$ cat src/core/drm_defines.vh
// constants for the fine data-rate measurement unit
`ifndef DRM_DEFINES_VH
`define DRM_DEFINES_VH

// ****************************************************************
// register field positions
// ****************************************************************
`define DRM_CFG_RANGE_HI      7
`define DRM_CFG_RANGE_LO      6
`define DRM_CFG_FINE_EN       1
`define DRM_CFG_LOCKREF_EN    0
`define DRM_ACT_RESTART       3
`define DRM_STAT_DONE         2

// ****************************************************************
// reset values
// ****************************************************************
`define DRM_CFG_RESET         8'h00
`define DRM_ACT_RESET         8'h00
`define DRM_RESULT_RESET      23'h00_0000
`define DRM_RANGE_DEFAULT     2'h0

// ****************************************************************
// measurement arithmetic and timing
// ****************************************************************
`define DRM_RESULT_W          23
`define DRM_GATE_BASE_EXP     14
`define DRM_REF_CNT_W         18
`define DRM_TIMER_W           24
`define DRM_MEAS_TIME_MS      80
`define DRM_CLK_MHZ           125
`define DRM_MEAS_CYCLES       (`DRM_MEAS_TIME_MS * 1000 * `DRM_CLK_MHZ)

`endif

$ cat src/core/drm_rate_meas.v
// fine data-rate measurement unit: config/action registers, gate control, result registers
// Behaviour
// RULE_01 - reference 10-160 MHz; range defaults to 10-20
// RULE_02 - software programs range code matching reference
// RULE_03 - software sets range before any readback
// RULE_04 - enable bit level; stays set across measurements
// RULE_05 - restart bit 1-then-0 clears flag, starts measurement
// RULE_06 - done flag 0 while running, 1 when valid
// RULE_07 - measurement takes about 80 ms
// RULE_08 - 23-bit result split high/mid/low registers
// RULE_09 - result = rate * 2^(14+range) / reference
// RULE_10 - ratio accurate within 100 ppm
// RULE_11 - measurement never disturbs lock acquisition
// RULE_12 - software discards results while lock lost
// RULE_13 - never enable lock-to-reference and measurement together
// RULE_14 - flag and result held until next restart; code also clears the flag when enable drops or lock-to-reference is set
`timescale 1ns/10ps
`include "drm_defines.vh"
module drm_rate_meas #(
   parameter MEAS_CYCLES   = `DRM_MEAS_CYCLES,
   parameter DATA_DIV_LOG2 = 0
) (
   input  wire        ref_clk_i,
   input  wire        rst_i,
   input  wire        cfg_wr_i,
   input  wire [7:0]  cfg_wdata_i,
   input  wire        act_wr_i,
   input  wire [7:0]  act_wdata_i,
   input  wire        data_tick_i,
   input  wire        ref_tick_i,
   input  wire        lock_lost_i,
   output wire [7:0]  rate_config_reg_o,
   output wire [7:0]  action_reg_o,
   output wire        meas_done_o,
   output wire        meas_busy_o,
   output wire        rate_valid_o,
   output wire        mode_conflict_o,
   output wire [7:0]  rate_result_high_o,
   output wire [7:0]  rate_result_mid_o,
   output wire [7:0]  rate_result_low_o
);

   // ****************************************************************
   // states
   // ****************************************************************
   localparam [1:0] ST_IDLE = 2'b00;
   localparam [1:0] ST_ARM  = 2'b01;
   localparam [1:0] ST_RUN  = 2'b10;
   localparam [1:0] ST_DONE = 2'b11;

   // the parameter is an integer; cut it to the timer width on purpose
   localparam integer            MEAS_LAST_I = MEAS_CYCLES - 1;
   localparam [`DRM_TIMER_W-1:0] MEAS_LAST   = MEAS_LAST_I[`DRM_TIMER_W-1:0];

   reg  [7:0]                 cfg_q;
   reg  [7:0]                 act_q;
   reg                        restart_q;
   reg  [1:0]                 state_q;
   reg  [1:0]                 state_d;
   reg  [1:0]                 range_q;
   reg                        gate_done_q;
   reg                        done_q;
   reg  [`DRM_RESULT_W-1:0]   result_q;
   wire                       fine_en;
   wire                       conflict;
   wire                       restart_rise;
   wire                       restart_fall;
   wire [`DRM_REF_CNT_W-1:0]  gate_len;
   wire [`DRM_REF_CNT_W-1:0]  ref_cnt;
   wire [`DRM_RESULT_W-1:0]   data_cnt;
   wire                       data_sat;
   wire [`DRM_TIMER_W-1:0]    timer_cnt;
   wire                       gate_hit;
   wire                       time_up;
   wire                       cnt_clr;
   wire                       running;
   wire [`DRM_RESULT_W-1:0]   scaled;

   // ****************************************************************
   // software registers
   // ****************************************************************
   // range field resets to the lowest reference range [RULE_01]
   always @(posedge ref_clk_i) begin
      if (rst_i) begin
         cfg_q     <= `DRM_CFG_RESET;
         act_q     <= `DRM_ACT_RESET;
         restart_q <= 1'b0;
      end else begin
         if (cfg_wr_i) begin
            cfg_q <= cfg_wdata_i;
         end
         if (act_wr_i) begin
            act_q <= act_wdata_i;
         end
         restart_q <= act_q[`DRM_ACT_RESTART];
      end
   end

   assign rate_config_reg_o = cfg_q;
   assign action_reg_o      = act_q;

   // enable is a plain level, nothing clears it between runs [RULE_04]
   // the combined mode is undefined; we just refuse to measure in it [RULE_13]
   assign conflict        = cfg_q[`DRM_CFG_FINE_EN] & cfg_q[`DRM_CFG_LOCKREF_EN];
   assign fine_en         = cfg_q[`DRM_CFG_FINE_EN] & ~conflict;
   assign mode_conflict_o = conflict;

   assign restart_rise = act_q[`DRM_ACT_RESTART] & ~restart_q;
   assign restart_fall = ~act_q[`DRM_ACT_RESTART] & restart_q;

   // ****************************************************************
   // gate length and counters
   // ****************************************************************
   // gate spans 2^(14+range) reference ticks, so the data count is the ratio [RULE_09]
   assign gate_len = {{(`DRM_REF_CNT_W-1){1'b0}}, 1'b1} << (`DRM_GATE_BASE_EXP + range_q);
   assign running  = (state_q == ST_RUN);
   assign cnt_clr  = (state_q == ST_ARM) | (state_q == ST_IDLE);
   assign gate_hit = running & ~gate_done_q & (ref_cnt == gate_len - 1'b1) & ref_tick_i;

   drm_tick_cnt #(
      .W (`DRM_REF_CNT_W)
   ) u_ref_cnt (
      .ref_clk_i (ref_clk_i),
      .rst_i     (rst_i),
      .clr_i     (cnt_clr),
      .inc_i     (running & ~gate_done_q & ref_tick_i),
      .cnt_o     (ref_cnt),
      .sat_o     ()
   );

   // data ticks counted only inside the gate, both edges exact for 100 ppm [RULE_10]
   drm_tick_cnt #(
      .W (`DRM_RESULT_W)
   ) u_data_cnt (
      .ref_clk_i (ref_clk_i),
      .rst_i     (rst_i),
      .clr_i     (cnt_clr),
      .inc_i     (running & ~gate_done_q & data_tick_i),
      .cnt_o     (data_cnt),
      .sat_o     (data_sat)
   );

   // run time floor keeps the typical completion near 80 ms [RULE_07]
   drm_tick_cnt #(
      .W (`DRM_TIMER_W)
   ) u_timer (
      .ref_clk_i (ref_clk_i),
      .rst_i     (rst_i),
      .clr_i     (cnt_clr),
      .inc_i     (running),
      .cnt_o     (timer_cnt),
      .sat_o     ()
   );

   assign time_up = (timer_cnt >= MEAS_LAST);

   // prescaled data ticks are scaled back; saturate on overflow
   assign scaled = (data_sat || (DATA_DIV_LOG2 > 0 &&
                    (data_cnt >> (`DRM_RESULT_W - DATA_DIV_LOG2)) != 0)) ?
                   {`DRM_RESULT_W{1'b1}} : (data_cnt << DATA_DIV_LOG2);

   // ****************************************************************
   // control state machine
   // ****************************************************************
   always @* begin
      state_d = state_q;
      case (state_q)
         ST_IDLE: begin
            if (fine_en && restart_rise) begin
               state_d = ST_ARM;
            end
         end
         ST_ARM: begin
            if (!fine_en) begin
               state_d = ST_IDLE;
            end else if (restart_fall) begin
               state_d = ST_RUN; // [RULE_05]
            end
         end
         ST_RUN: begin
            if (!fine_en) begin
               state_d = ST_IDLE;
            end else if (restart_rise) begin
               state_d = ST_ARM;
            end else if (gate_done_q && time_up) begin
               state_d = ST_DONE;
            end
         end
         default: begin
            if (!fine_en) begin
               state_d = ST_IDLE;
            end else if (restart_rise) begin
               state_d = ST_ARM;
            end
         end
      endcase
   end

   always @(posedge ref_clk_i) begin
      if (rst_i) begin
         state_q     <= ST_IDLE;
         range_q     <= `DRM_RANGE_DEFAULT;
         gate_done_q <= 1'b0;
         done_q      <= 1'b0;
         result_q    <= `DRM_RESULT_RESET;
      end else begin
         state_q <= state_d;
         // range sampled at the start so a mid-run write cannot skew the gate [RULE_03]
         if (state_q == ST_ARM) begin
            range_q <= cfg_q[`DRM_CFG_RANGE_HI:`DRM_CFG_RANGE_LO];
         end
         if (cnt_clr) begin
            gate_done_q <= 1'b0;
         end else if (gate_hit) begin
            gate_done_q <= 1'b1;
         end
         // restart clears the flag, finishing sets it [RULE_05] [RULE_06]
         if (state_d == ST_DONE && state_q == ST_RUN) begin
            done_q <= 1'b1;
         end else if (restart_rise || !fine_en) begin
            done_q <= 1'b0;
         end
         // result loads only at completion and is held afterwards [RULE_14]
         if (state_d == ST_DONE && state_q == ST_RUN) begin
            result_q <= scaled;
         end
      end
   end

   // ****************************************************************
   // status and result
   // ****************************************************************
   assign meas_done_o  = done_q;                            // [RULE_06]
   assign meas_busy_o  = (state_q == ST_ARM) | running;
   // lock status only qualifies the result; nothing here feeds the recovery loop [RULE_11]
   assign rate_valid_o = done_q & ~lock_lost_i;             // [RULE_12]

   assign rate_result_high_o = {1'b0, result_q[22:16]};     // [RULE_08]
   assign rate_result_mid_o  = result_q[15:8];              // [RULE_08]
   assign rate_result_low_o  = result_q[7:0];               // [RULE_08]

endmodule

$ cat src/core/drm_tick_cnt.v
// saturating event counter with synchronous clear
`timescale 1ns/10ps
module drm_tick_cnt #(
   parameter W = 8
) (
   input  wire         ref_clk_i,
   input  wire         rst_i,
   input  wire         clr_i,
   input  wire         inc_i,
   output wire [W-1:0] cnt_o,
   output wire         sat_o
);

   reg  [W-1:0] cnt_q;
   wire [W-1:0] cnt_d;

   // ****************************************************************
   // counter
   // ****************************************************************
   // saturate rather than wrap: a wrapped count would look like a plausible low rate
   assign sat_o = &cnt_q;
   assign cnt_d = clr_i ? {W{1'b0}} :
                  (inc_i && !sat_o) ? cnt_q + {{(W-1){1'b0}}, 1'b1} : cnt_q;

   always @(posedge ref_clk_i) begin
      if (rst_i) begin
         cnt_q <= {W{1'b0}};
      end else begin
         cnt_q <= cnt_d;
      end
   end

   assign cnt_o = cnt_q;

endmodule

$ cat config.mk
export PLATFORM = sky130hd
export DESIGN_NAME = drm_rate_meas
export DESIGN_NICKNAME = d
export VERILOG_FILES = /design/src/core/drm_rate_meas.v /design/src/core/drm_tick_cnt.v
export VERILOG_INCLUDE_DIRS = /design/src /design/src/core
export SDC_FILE = /design/constraint.sdc
export NUM_CORES = 1
export LEC_CHECK = 0
export BUFFER_PORTS_ARGS = -buffer_cell sky130_fd_sc_hd__buf_2
export CAP_MARGIN = 20
export CORE_MARGIN = 2
export CORE_UTILIZATION = 50
export DETAILED_ROUTE_END_ITERATION = 10
export PLACE_DENSITY_LB_ADDON = 0.15
export SYNTH_ARGS = -nofsm -noshare
export SYNTH_HDL_FRONTEND = slang
export SYNTH_SLANG_ARGS = --single-unit
$ cat constraint.sdc
create_clock -name ref_clk_i -period 7 [get_ports ref_clk_i]
set_input_delay 0.35 -clock ref_clk_i [delete_from_list [all_inputs] [get_ports ref_clk_i]]
set_output_delay 0.35 -clock ref_clk_i [all_outputs]
set_load 0.01 [all_outputs]
==> results of run 1 <==
-- metal layers --
metal | wire length (µm) | global-route usage | part of all wire
met2 | 4160 | 0.305 | 0.44
met1 | 4760 | 0.240 | 0.51
met3 | 345 | 0.0262 | 0.037
met4 | 148 | 0.0709 | 0.016
met5 | 0 | 0 | 0
-- through the flow --
step                      hold slack [ps]  worst slack [ps]  total power [mW]
final                                 217              4330              1.03
after global routing                  223              4060              1.07
after CTS                             207              4330              1.04
after global placement                468              4420             0.689
after floorplan                       454              4780             0.676
after detailed placement              476              4360             0.690
-- placed cells by master (no fill, tap or decap), drive strengths merged, types with 2 or more instances in the layout --
cell / count
buf: 67
or4: 2
and3b: 2
a41oi: 2
nor4: 4
and3: 16
nor2: 114
and2: 5
nand2b: 2
nor3: 6
a211oi: 2
xor2: 31
nand2: 27
or3: 10
a211o: 2
o31ai: 2
mux2i: 41
nand3: 25
and4: 7
or2: 2
dfxtp: 111
ha: 8
a21oi: 13
a31oi: 2
clkinv: 2
inv: 16
nand4: 16
a311oi: 2
xnor2: 22
o21ai: 15
nor2b: 5
clkbuf: 12
-- registers in the layout, summed over array words and instances, names as in the netlist --
| register | cells |
|---|---|
| result_q | 23 |
| restart_q | 1 |
| range_q | 2 |
| u_data_cnt.cnt_o | 23 |
| u_ref_cnt.cnt_o | 18 |
| action_reg_o | 8 |
| u_timer.cnt_o | 24 |
| state_q | 2 |
| meas_done_o | 1 |
| rate_config_reg_o | 8 |
| gate_done_q | 1 |
-- how the worst max path moves through the flow --
stage / to / slack, ps / cells past startpoint
finish: u_data_cnt.cnt_o[19] / 4330 / 7
global route: u_data_cnt.cnt_o[19] / 4060 / 7
CTS: u_data_cnt.cnt_o[19] / 4330 / 7
detailed placement: u_data_cnt.cnt_o[19] / 4360 / 7
global placement: u_data_cnt.cnt_o[19] / 4420 / 7
floorplan: result_q[17] / 4780 / 10
-- worst max-delay path, delay by kind of cell (launching register included) --
| kind | cells | cell delay, ps |
|---|---|---|
| xor gates and xnor gates | 1 | 140 |
| DFF | 1 | 420 |
| and+or+nand+nor | 6 | 2000 |
-- cell type report --
cell class / instances / area share
inverters: 15 / 0.0103
flip-flops and latches: 111 / 0.405
clock inverters: 4 / 0.00547
repair buffers: 67 / 0.0620
clock buffers: 12 / 0.0264
well taps: 133 / 0.0303
multi-input cells: 399 / 0.461
-- kinds of logic after synthesis --
group           after synthesis
simple gates                248
mux                          41
xor+xnor                     53
flops                       111
fa+ha+maj                     8
buf+inv                      38
compound gates               48
other cells                   1
-- power by group --
part / leakage (nW) / internal [mW] / switching, mW / total (mW)
combinational: 1.05 / 0.0152 / 0.0193 / 0.0345
sequential: 0.897 / 0.637 / 0.00372 / 0.641
clock: 0.0870 / 0.141 / 0.209 / 0.351
==> results.md, run 1 <==
* Worst-path clk slew at 100 ps
* Hold depth at 3
* Final period utilization at 0.382
* Initial Util at 0.508
* RR Endpoint: u_data_cnt.cnt_o[19]
* Fill count at 925
* # IOs at 67
* Clk sink count at 111
* Post-DP HPWL at 6.68 mm
* Post-Layout Cell Count at 741
* Pleak at 2.03 nW
* Post-synthesis sequential area ratio at 0.451
* Placed inst area at 5320 µm²
* Total CTS buffers at 9
* Commonest cells in the netlist: nor2_1, dfxtp_1, mux2i_1
* Reg area at 2220 µm²
* Fin. Hold Viols at 0
* Initial antenna violation count at 0
* Simple-Gate Fraction of Synth Area at 0.245
* R2r setup slk at 4330 ps
* Vias in the first global route at 3,576
* Synthesized net count at 579
* Worst-path cell chain: and4_1 -> nor4b_1 -> nand4_1 -> and3_1 -> and3_1 -> xnor2_1 -> nor2_1
* CTS tree: done
* Worst VDD drop at 0.0882 mV
* Skew final at 12.1 ps
* Compound-Gate Fraction of Synth Area at 0.0696
* Setup Viol. Count Final at 0
* Largest net degree at the start of global routing at 47
* # Max-Cap Violations at 0
* Routed len/inst at 12.7 µm
* Slew @ Worst Pin at 832 ps
* Startpoint Class: register
* Top achievable clock speed at 0.374 GHz
* FF-to-FF path depth at 7
* Count of cell types in the netlist at 54
* Placed cell count at 725
* Via Count at 3,856
* Synthesized cell area at 4920 µm²
* Post-CTS setup buffers at 0
* ANT nets after route at 0
* CP max-delay cell: nand4_1
* Worst Path Required at 7260 ps
* FF-to-FF Start: u_data_cnt.cnt_o[8]
* Setup Total Neg Slack at 0 ps
* Async set-reset flop share out of synthesis at 0
* Placer Congestion at 0.787
* Min cycle time layout at 2670 ps
* Worst min-delay path class: input pin to register
* Largest family of logic cells by synthesized area: simple AND/OR/NAND/NOR gates
* Area Overhead vs Synth at 11.5%
* Max-slew headroom at 0.445
* Detailed Routing Iterations Pass 1 at 4
* Cell mode on critical path: and3_1
* Crit path launch: u_data_cnt.cnt_o[8]
* Crit Path Max Fanout at 15
* Status: finished clean
* Mapped Cells at 548
* Total congestion overflow at 0
* Most used DFF post-synth: dfxtp_1
* Max Slew Vio Count at 0
* Std-Cell Rows at 36
* Mux contribution to synthesized area at 0.0834
* Resized Gates After CTS at 0
* Adder-cell share of the synthesized area at 0.0203
* Die Span Y at 103 µm
* Die ar. at 10,700 µm²
* Core area at 9680 µm²
* DR vias/cell at 5.20
* Hold endpoint: rate_config_reg_o[5]
* N_diodes at 0
* Syn avg cell area at 8.98 µm²
* Post-layout nets at 634
* Top cells by area, synth: dfxtp_1, nor2_1, mux2i_1
* First-pass GRT wire length at 15.7 mm
* Power density cells at 187 nW/µm²
* Final Cell Area at 5490 µm²
* Top cell type by total area after synthesis: dfxtp_1
* Cell with the most instances after synthesis: nor2_1
* DRC Markers at 0
* Clock Tree Root: clkbuf_8
* Port bufs at 65
* Xor-xnor portion of the synthesized cell area at 0.0943
* GR Util All Layers at 0.183
* Area of the multi-input gates at 2530 µm²
* CP endpoint kind: register
* RSZ-0062 raised after global routing: false
* Post-cts hold buffer count at 0
* EDFF count, synth at 0
* Yosys warning count at 0
* Ratio of cells with drive above 1 in the final layout at 0.151
* Drt initial violations at 112
* Hold path startpoint: cfg_wdata_i[5]
* Top cell type's share of synthesized area at 0.451
* Die span in x at 103 µm
* Longest Clk Path Bufs at 2
* Final wirelength at 9.41 mm
* Largest stage delay, worst path at 610 ps
* Worst skew pair latency at 370 ps
* WP data arrival at 2930 ps
* Synth Register Bits at 111
* Fin util at 0.567
* CTS H-Tree Depth at 3
* Critical setup path kind: register to register
Power figures use the tool's default switching activity.
==> run 2: changes to the inputs <==
--- a/config.mk
+++ b/config.mk
@@ -6,6 +6,7 @@
 export SDC_FILE = /design/constraint.sdc
 export NUM_CORES = 1
 export LEC_CHECK = 0
+export ABC_AREA = 1
 export BUFFER_PORTS_ARGS = -buffer_cell sky130_fd_sc_hd__buf_2
 export CAP_MARGIN = 20
 export CORE_MARGIN = 2
==> constraint.sdc (replaced) <==
create_clock -name ref_clk_i -period 2.3 [get_ports ref_clk_i]
set_input_delay 0.115 -clock ref_clk_i [delete_from_list [all_inputs] [get_ports ref_clk_i]]
set_output_delay 0.115 -clock ref_clk_i [all_outputs]
set_load 0.01 [all_outputs]
==> run 2 against run 1 <==
Against the previous run: sequential power rose to 3.1 times the previous value; worst setup slack got worse by 4100 ps; hold slack got worse by 200 ps; flip-flop and latch count did not move; critical path type unchanged; largest cell class unchanged; largest power group unchanged.
==> results.md, run 2 <==
* Status: finished clean
* WP data arrival at 2330 ps
* GR Util All Layers at 0.216
* Port bufs at 65
* DRC Markers at 0
* Area of the multi-input gates at 2580 µm²
* Top cells by area, synth: dfxtp_1, nand2_1, nor2_1
* DR vias/cell at 5.00
* Clock Tree Root: clkbuf_8
* CTS tree: done
* Top achievable clock speed at 0.480 GHz
* Via Count at 5,092
* Most used DFF post-synth: dfxtp_1
* Total CTS buffers at 9
* Setup Viol. Count Final at 0
* Wl on met1 at 5.38 mm
* Syn avg cell area at 6.72 µm²
* Vias in the first global route at 4,843
* Largest stage delay, worst path at 480 ps
* Async set-reset flop share out of synthesis at 0
* Final wirelength at 11.7 mm
* Post-layout nets at 908
* N_diodes at 0
* Most frequent cells in the layout: nand2_1, nor2_1, inv_1
* Min cycle time layout at 2080 ps
* Fin. Hold Viols at 0
* First-pass GRT wire length at 20.4 mm
* Initial antenna violation count at 0
* Fin util at 0.602
* Synthesized cell area at 5310 µm²
* Synth Register Bits at 111
* Longest Clk Path Bufs at 2
* Detailed Routing Iterations Pass 1 at 5
* Top cell type by total area after synthesis: dfxtp_1
* CP endpoint kind: register
* Max-slew headroom at 0.415
* Max reg flops at 24
* Worst Path Required at 2540 ps
* Fill count at 945
* Top cell type's share of synthesized area at 0.419
* Total congestion overflow at 0
* CP bufs+invs at 2
* Yosys warning count at 0
* Commonest cells in the netlist: nand2_1, nor2_1, inv_1
* Worst VDD drop at 0.390 mV
* Routed len/inst at 11.5 µm
* Placer Congestion at 0.837
* Skew final at 14.5 ps
* Die span in x at 107 µm
* Count of cell types in the netlist at 38
* Pleak at 2.62 nW
* Hold WS at 19.9 ps
* Core area at 10,300 µm²
* CTS H-Tree Depth at 3
* Placed inst area at 5790 µm²
* Critical setup path kind: register to register
* Die ar. at 11,500 µm²
* Most common cell after layout, fill and taps aside: nand2_1
* Ratio of cells with drive above 1 in the final layout at 0.135
* RSZ-0062 raised after global routing: false
* Synthesized net count at 821
* Setup Total Neg Slack at 0 ps
* Power density cells at 547 nW/µm²
* Die Span Y at 107 µm
* Area Overhead vs Synth at 17.1%
* Crit-path leading delay family: simple AND/OR/NAND/NOR gates
* Worst-path clk slew at 110 ps
* Cell with the most instances after synthesis: nand2_1
* # Max-Cap Violations at 0
* ANT nets after route at 0
* Clk sink count at 111
* Crit Path Max Fanout at 4
* EDFF count, synth at 0
* Largest net degree at the start of global routing at 44
* Max Used Layer: met4
* R2r setup slk at 220 ps
* Mapped Cells at 790
* Post-DP HPWL at 8.29 mm
* Std-Cell Rows at 37
* Post-synthesis sequential area ratio at 0.419
* Final Cell Area at 6220 µm²
* Drt initial violations at 288
* Worst-path cell chain: ha_1 -> nand2_1 -> inv_1 -> nand3_1 -> nor3_1 -> inv_1 -> nor4_1 -> nand3_1 -> xor2_1 -> nor2_1
* DR WL met2 at 5.70 mm
* Final period utilization at 0.906
* Worst min-delay path class: input pin to register
* Reg area at 2220 µm²
* Met3 WL at 458 µm
* Overall power at 3.40 mW
* Slew @ Worst Pin at 877 ps
* Max Slew Vio Count at 0
* CP max-delay cell: nor4_1
* # IOs at 67
* Worst skew pair latency at 380 ps
* Startpoint Class: register
* Initial Util at 0.514
[run 2: cell families after synthesis]
family | after synthesis | synth area share
simple gates | 396 | 0.317
fa+ha+maj | 8 | 0.0189
xor+xnor | 9 | 0.0149
flops | 111 | 0.419
other cells | 1 | 0.000707
buf+inv | 136 | 0.101
compound gates | 129 | 0.129
[run 2: what timing repair did]
item	4_1_cts	5_1_grt
gates resized for setup	0	9
setup buffers	0	4
hold buffers	15	0
hold endpoints to repair	18	0
setup endpoints to repair	0	31
[run 2: through the flow]
step	setup slack, ps	std cells
after global placement	75.8	983
final	217	1018
after global routing	5.29	1018
after detailed placement	61.7	983
after floorplan	428	790
after CTS	34.2	1014
[run 2: path summary, 6_finish.rpt]
kind / start / end / depth (start not counted)
setup / recovery: u_timer.cnt_o[0] / u_timer.cnt_o[20] / 10
hold / removal: cfg_wdata_i[1] / rate_config_reg_o[1] / 3
setup reg to reg: u_timer.cnt_o[0] / u_timer.cnt_o[20] / 10
hold reg to reg: u_timer.cnt_o[0] / u_timer.cnt_o[0] / 1
[run 2: area by class of cell]
type                            count  area share
Clock buffer                       10      0.0205
Clock inverter                      6      0.0151
Inverter                          121      0.0731
Multi-Input combinational cell    543       0.414
Sequential cell                   111       0.358
Tap cell                          136      0.0274
Timing Repair Buffer               91      0.0918
[run 2: routing by layer]
| metal | vias up | global-route usage |
|---|---|---|
| li1 | 2707 | - |
| met1 | 2272 | 0.261 |
| met2 | 99 | 0.380 |
| met3 | 14 | 0.0456 |
| met4 | 0 | 0.0714 |
| met5 | - | 0 |
[run 2: power breakdown]
group / switching [mW] / leakage, nW / internal (mW) / total, mW
Sequential: 0.0134 / 0.899 / 1.94 / 1.96
Combinational: 0.0863 / 1.61 / 0.0658 / 0.152
Clock: 0.668 / 0.112 / 0.624 / 1.29
Total: 0.768 / 2.62 / 2.63 / 3.40
[run 2: worst register-to-register path, stage by stage (launching register included)]
cell     delay, ps
dfxtp_2        360
ha_1           170
nand2_1         70
inv_1           70
nand3_1        120
nor3_1         190
inv_1           80
nor4_1         480
nand3_1        180
xor2_1         170
nor2_1          50
==> run 3: changes to the inputs <==
--- a/config.mk
+++ b/config.mk
@@ -6,7 +6,7 @@
 export SDC_FILE = /design/constraint.sdc
 export NUM_CORES = 1
 export LEC_CHECK = 0
-export ABC_AREA = 1
+export ABC_AREA = 0
 export BUFFER_PORTS_ARGS = -buffer_cell sky130_fd_sc_hd__buf_2
 export CAP_MARGIN = 20
 export CORE_MARGIN = 2
==> run 3 against run 2 <==
Against the previous run: register-to-register slack got worse by 120 ps; highest routed layer unchanged; non-clock buffer count increased by 9; global-route usage decreased by 2.6 points; cell count decreased by 24%; clock-buffer cell count unchanged; utilization increased by 0.074 points; clock power decreased by 16%; cell area decreased by 6.1%; hold slack improved by 150 ps.
==> results.md, run 3 (synthesis results as in run 1) <==
* Max reg flops at 24
* Top achievable clock speed at 0.453 GHz
* Largest net degree at the start of global routing at 67
* Final Cell Area at 5840 µm²
* Setup Viol. Count Final at 0
* Placed cell count at 741
* GR Util All Layers at 0.190
* Die ar. at 10,700 µm²
* Critical setup path kind: register to register
* Min cycle time layout at 2210 ps
* Fin. Hold Viols at 0
* Worst Path Required at 2550 ps
* CTS H-Tree Depth at 3
* Setup Total Neg Slack at 0 ps
* Clk sink count at 111
* Power density cells at 541 nW/µm²
* N_diodes at 0
* Skew final at 18.4 ps
* Most frequent cells in the layout: nor2_1, dfxtp_1, buf_2
* Routed len/inst at 13.3 µm
* CP endpoint kind: register
* Initial antenna violation count at 0
* CTS tree: done
* Std-Cell Rows at 36
* ANT nets after route at 0
* Core area at 9680 µm²
* Total congestion overflow at 0
* Max Slew Vio Count at 0
* Total CTS buffers at 9
* Post-layout nets at 667
* Vias in the first global route at 3,716
* Die Span Y at 103 µm
* Placed inst area at 5460 µm²
* First-pass GRT wire length at 16.4 mm
* Area Overhead vs Synth at 18.6%
* Worst min-delay path class: input pin to register
* Detailed Routing Iterations Pass 1 at 4
* DR vias/cell at 5.23
* Pleak at 2.22 nW
* WP data arrival at 2460 ps
* Final wirelength at 10.3 mm
* RSZ-0062 raised after global routing: true
* Port bufs at 65
* DRC Markers at 0
* Worst-path clk slew at 110 ps
* Worst skew pair latency at 360 ps
* Startpoint Class: register
* Die span in x at 103 µm
* Via Count at 4,046
* Crit Path Max Fanout at 13
* Ratio of cells with drive above 1 in the final layout at 0.178
* # IOs at 67
* Status: finished clean
* Post-Layout Cell Count at 774
* Most common cell after layout, fill and taps aside: nor2_1
* Longest Clk Path Bufs at 2
* # Max-Cap Violations at 0
* Final period utilization at 0.960
* Clock Tree Root: clkbuf_8
* Drt initial violations at 118
* Worst VDD drop at 0.340 mV
* Post-DP HPWL at 6.92 mm
* Placer Congestion at 0.798
* Initial Util at 0.508
* Fill count at 848
==> run 3: per-stage QoR <==
| step | setup slack, ps | hold WS (ps) | power [mW] | utilization |
|---|---|---|---|---|
| after global routing | -12.9 | 172 | 3.29 | 0.603 |
| after global placement | 135 | 349 | 2.10 | 0.564 |
| after detailed placement | 28.4 | 359 | 2.10 | 0.564 |
| after CTS | 9.43 | 154 | 3.20 | 0.599 |
| after floorplan | 77.1 | 263 | 2.06 | - |
| final | 92.4 | 168 | 3.16 | 0.603 |
==> run 3: final cells by class <==
type	instances	area (µm²)	share of cell area
Clock inverter	6	48.8	0.00836
Sequential cell	111	2220	0.381
Multi-Input combinational cell	399	2540	0.436
Tap cell	133	166	0.0285
Clock buffer	10	128	0.0219
Timing Repair Buffer	100	671	0.115
Inverter	15	56.3	0.00964
==> run 3: worst max-delay path, cell delays in order (launching register included) <==
cell and delay [ps]:
dfxtp_2 360, ha_1 200, and3b_1 230, and4_4 220, and4b_1 210, o211a_1 180, o221a_4 230, buf_12 170
mux2i_1 230, nor2_1 60
==> run 3: path summary, 6_finish.rpt <==
| path | startpoint | to | slack (ps) | depth (start not counted) |
|---|---|---|---|---|
| worst min register to register | u_timer.cnt_o[7] | u_timer.cnt_o[7] | 500 | 2 |
| worst max register to register | state_q[1] | result_q[5] | 90 | 9 |
| worst min-delay path | act_wr_i | action_reg_o[6] | 170 | 3 |
| worst max-delay path | state_q[1] | result_q[5] | 90 | 9 |
==> run 3: routing by layer <==
| metal | share of wire | up-vias | wire (µm) | global-route usage |
|---|---|---|---|---|
| met5 | 0 | - | 0 | 0 |
| met4 | 0.011 | 0 | 109 | 0.0506 |
| met3 | 0.035 | 13 | 365 | 0.0349 |
| met2 | 0.47 | 73 | 4800 | 0.328 |
| met1 | 0.49 | 1907 | 5020 | 0.246 |
| li1 | - | 2053 | - | - |
==> run 3: timing repair <==
item | in CTS | in global routing
hold endpoints to repair | 16 | 0
endpoints found under the setup margin | 0 | 27
resized for setup | 0 | 5
buffers inserted | 0 | 0
hold buffers | 16 | 0
==> run 3: power by group <==
group	internal [mW]	switching, mW	leakage [nW]	total [mW]
registers	1.94	0.0114	0.898	1.95
logic	0.0671	0.0650	1.23	0.132
clock network	0.412	0.668	0.0920	1.08
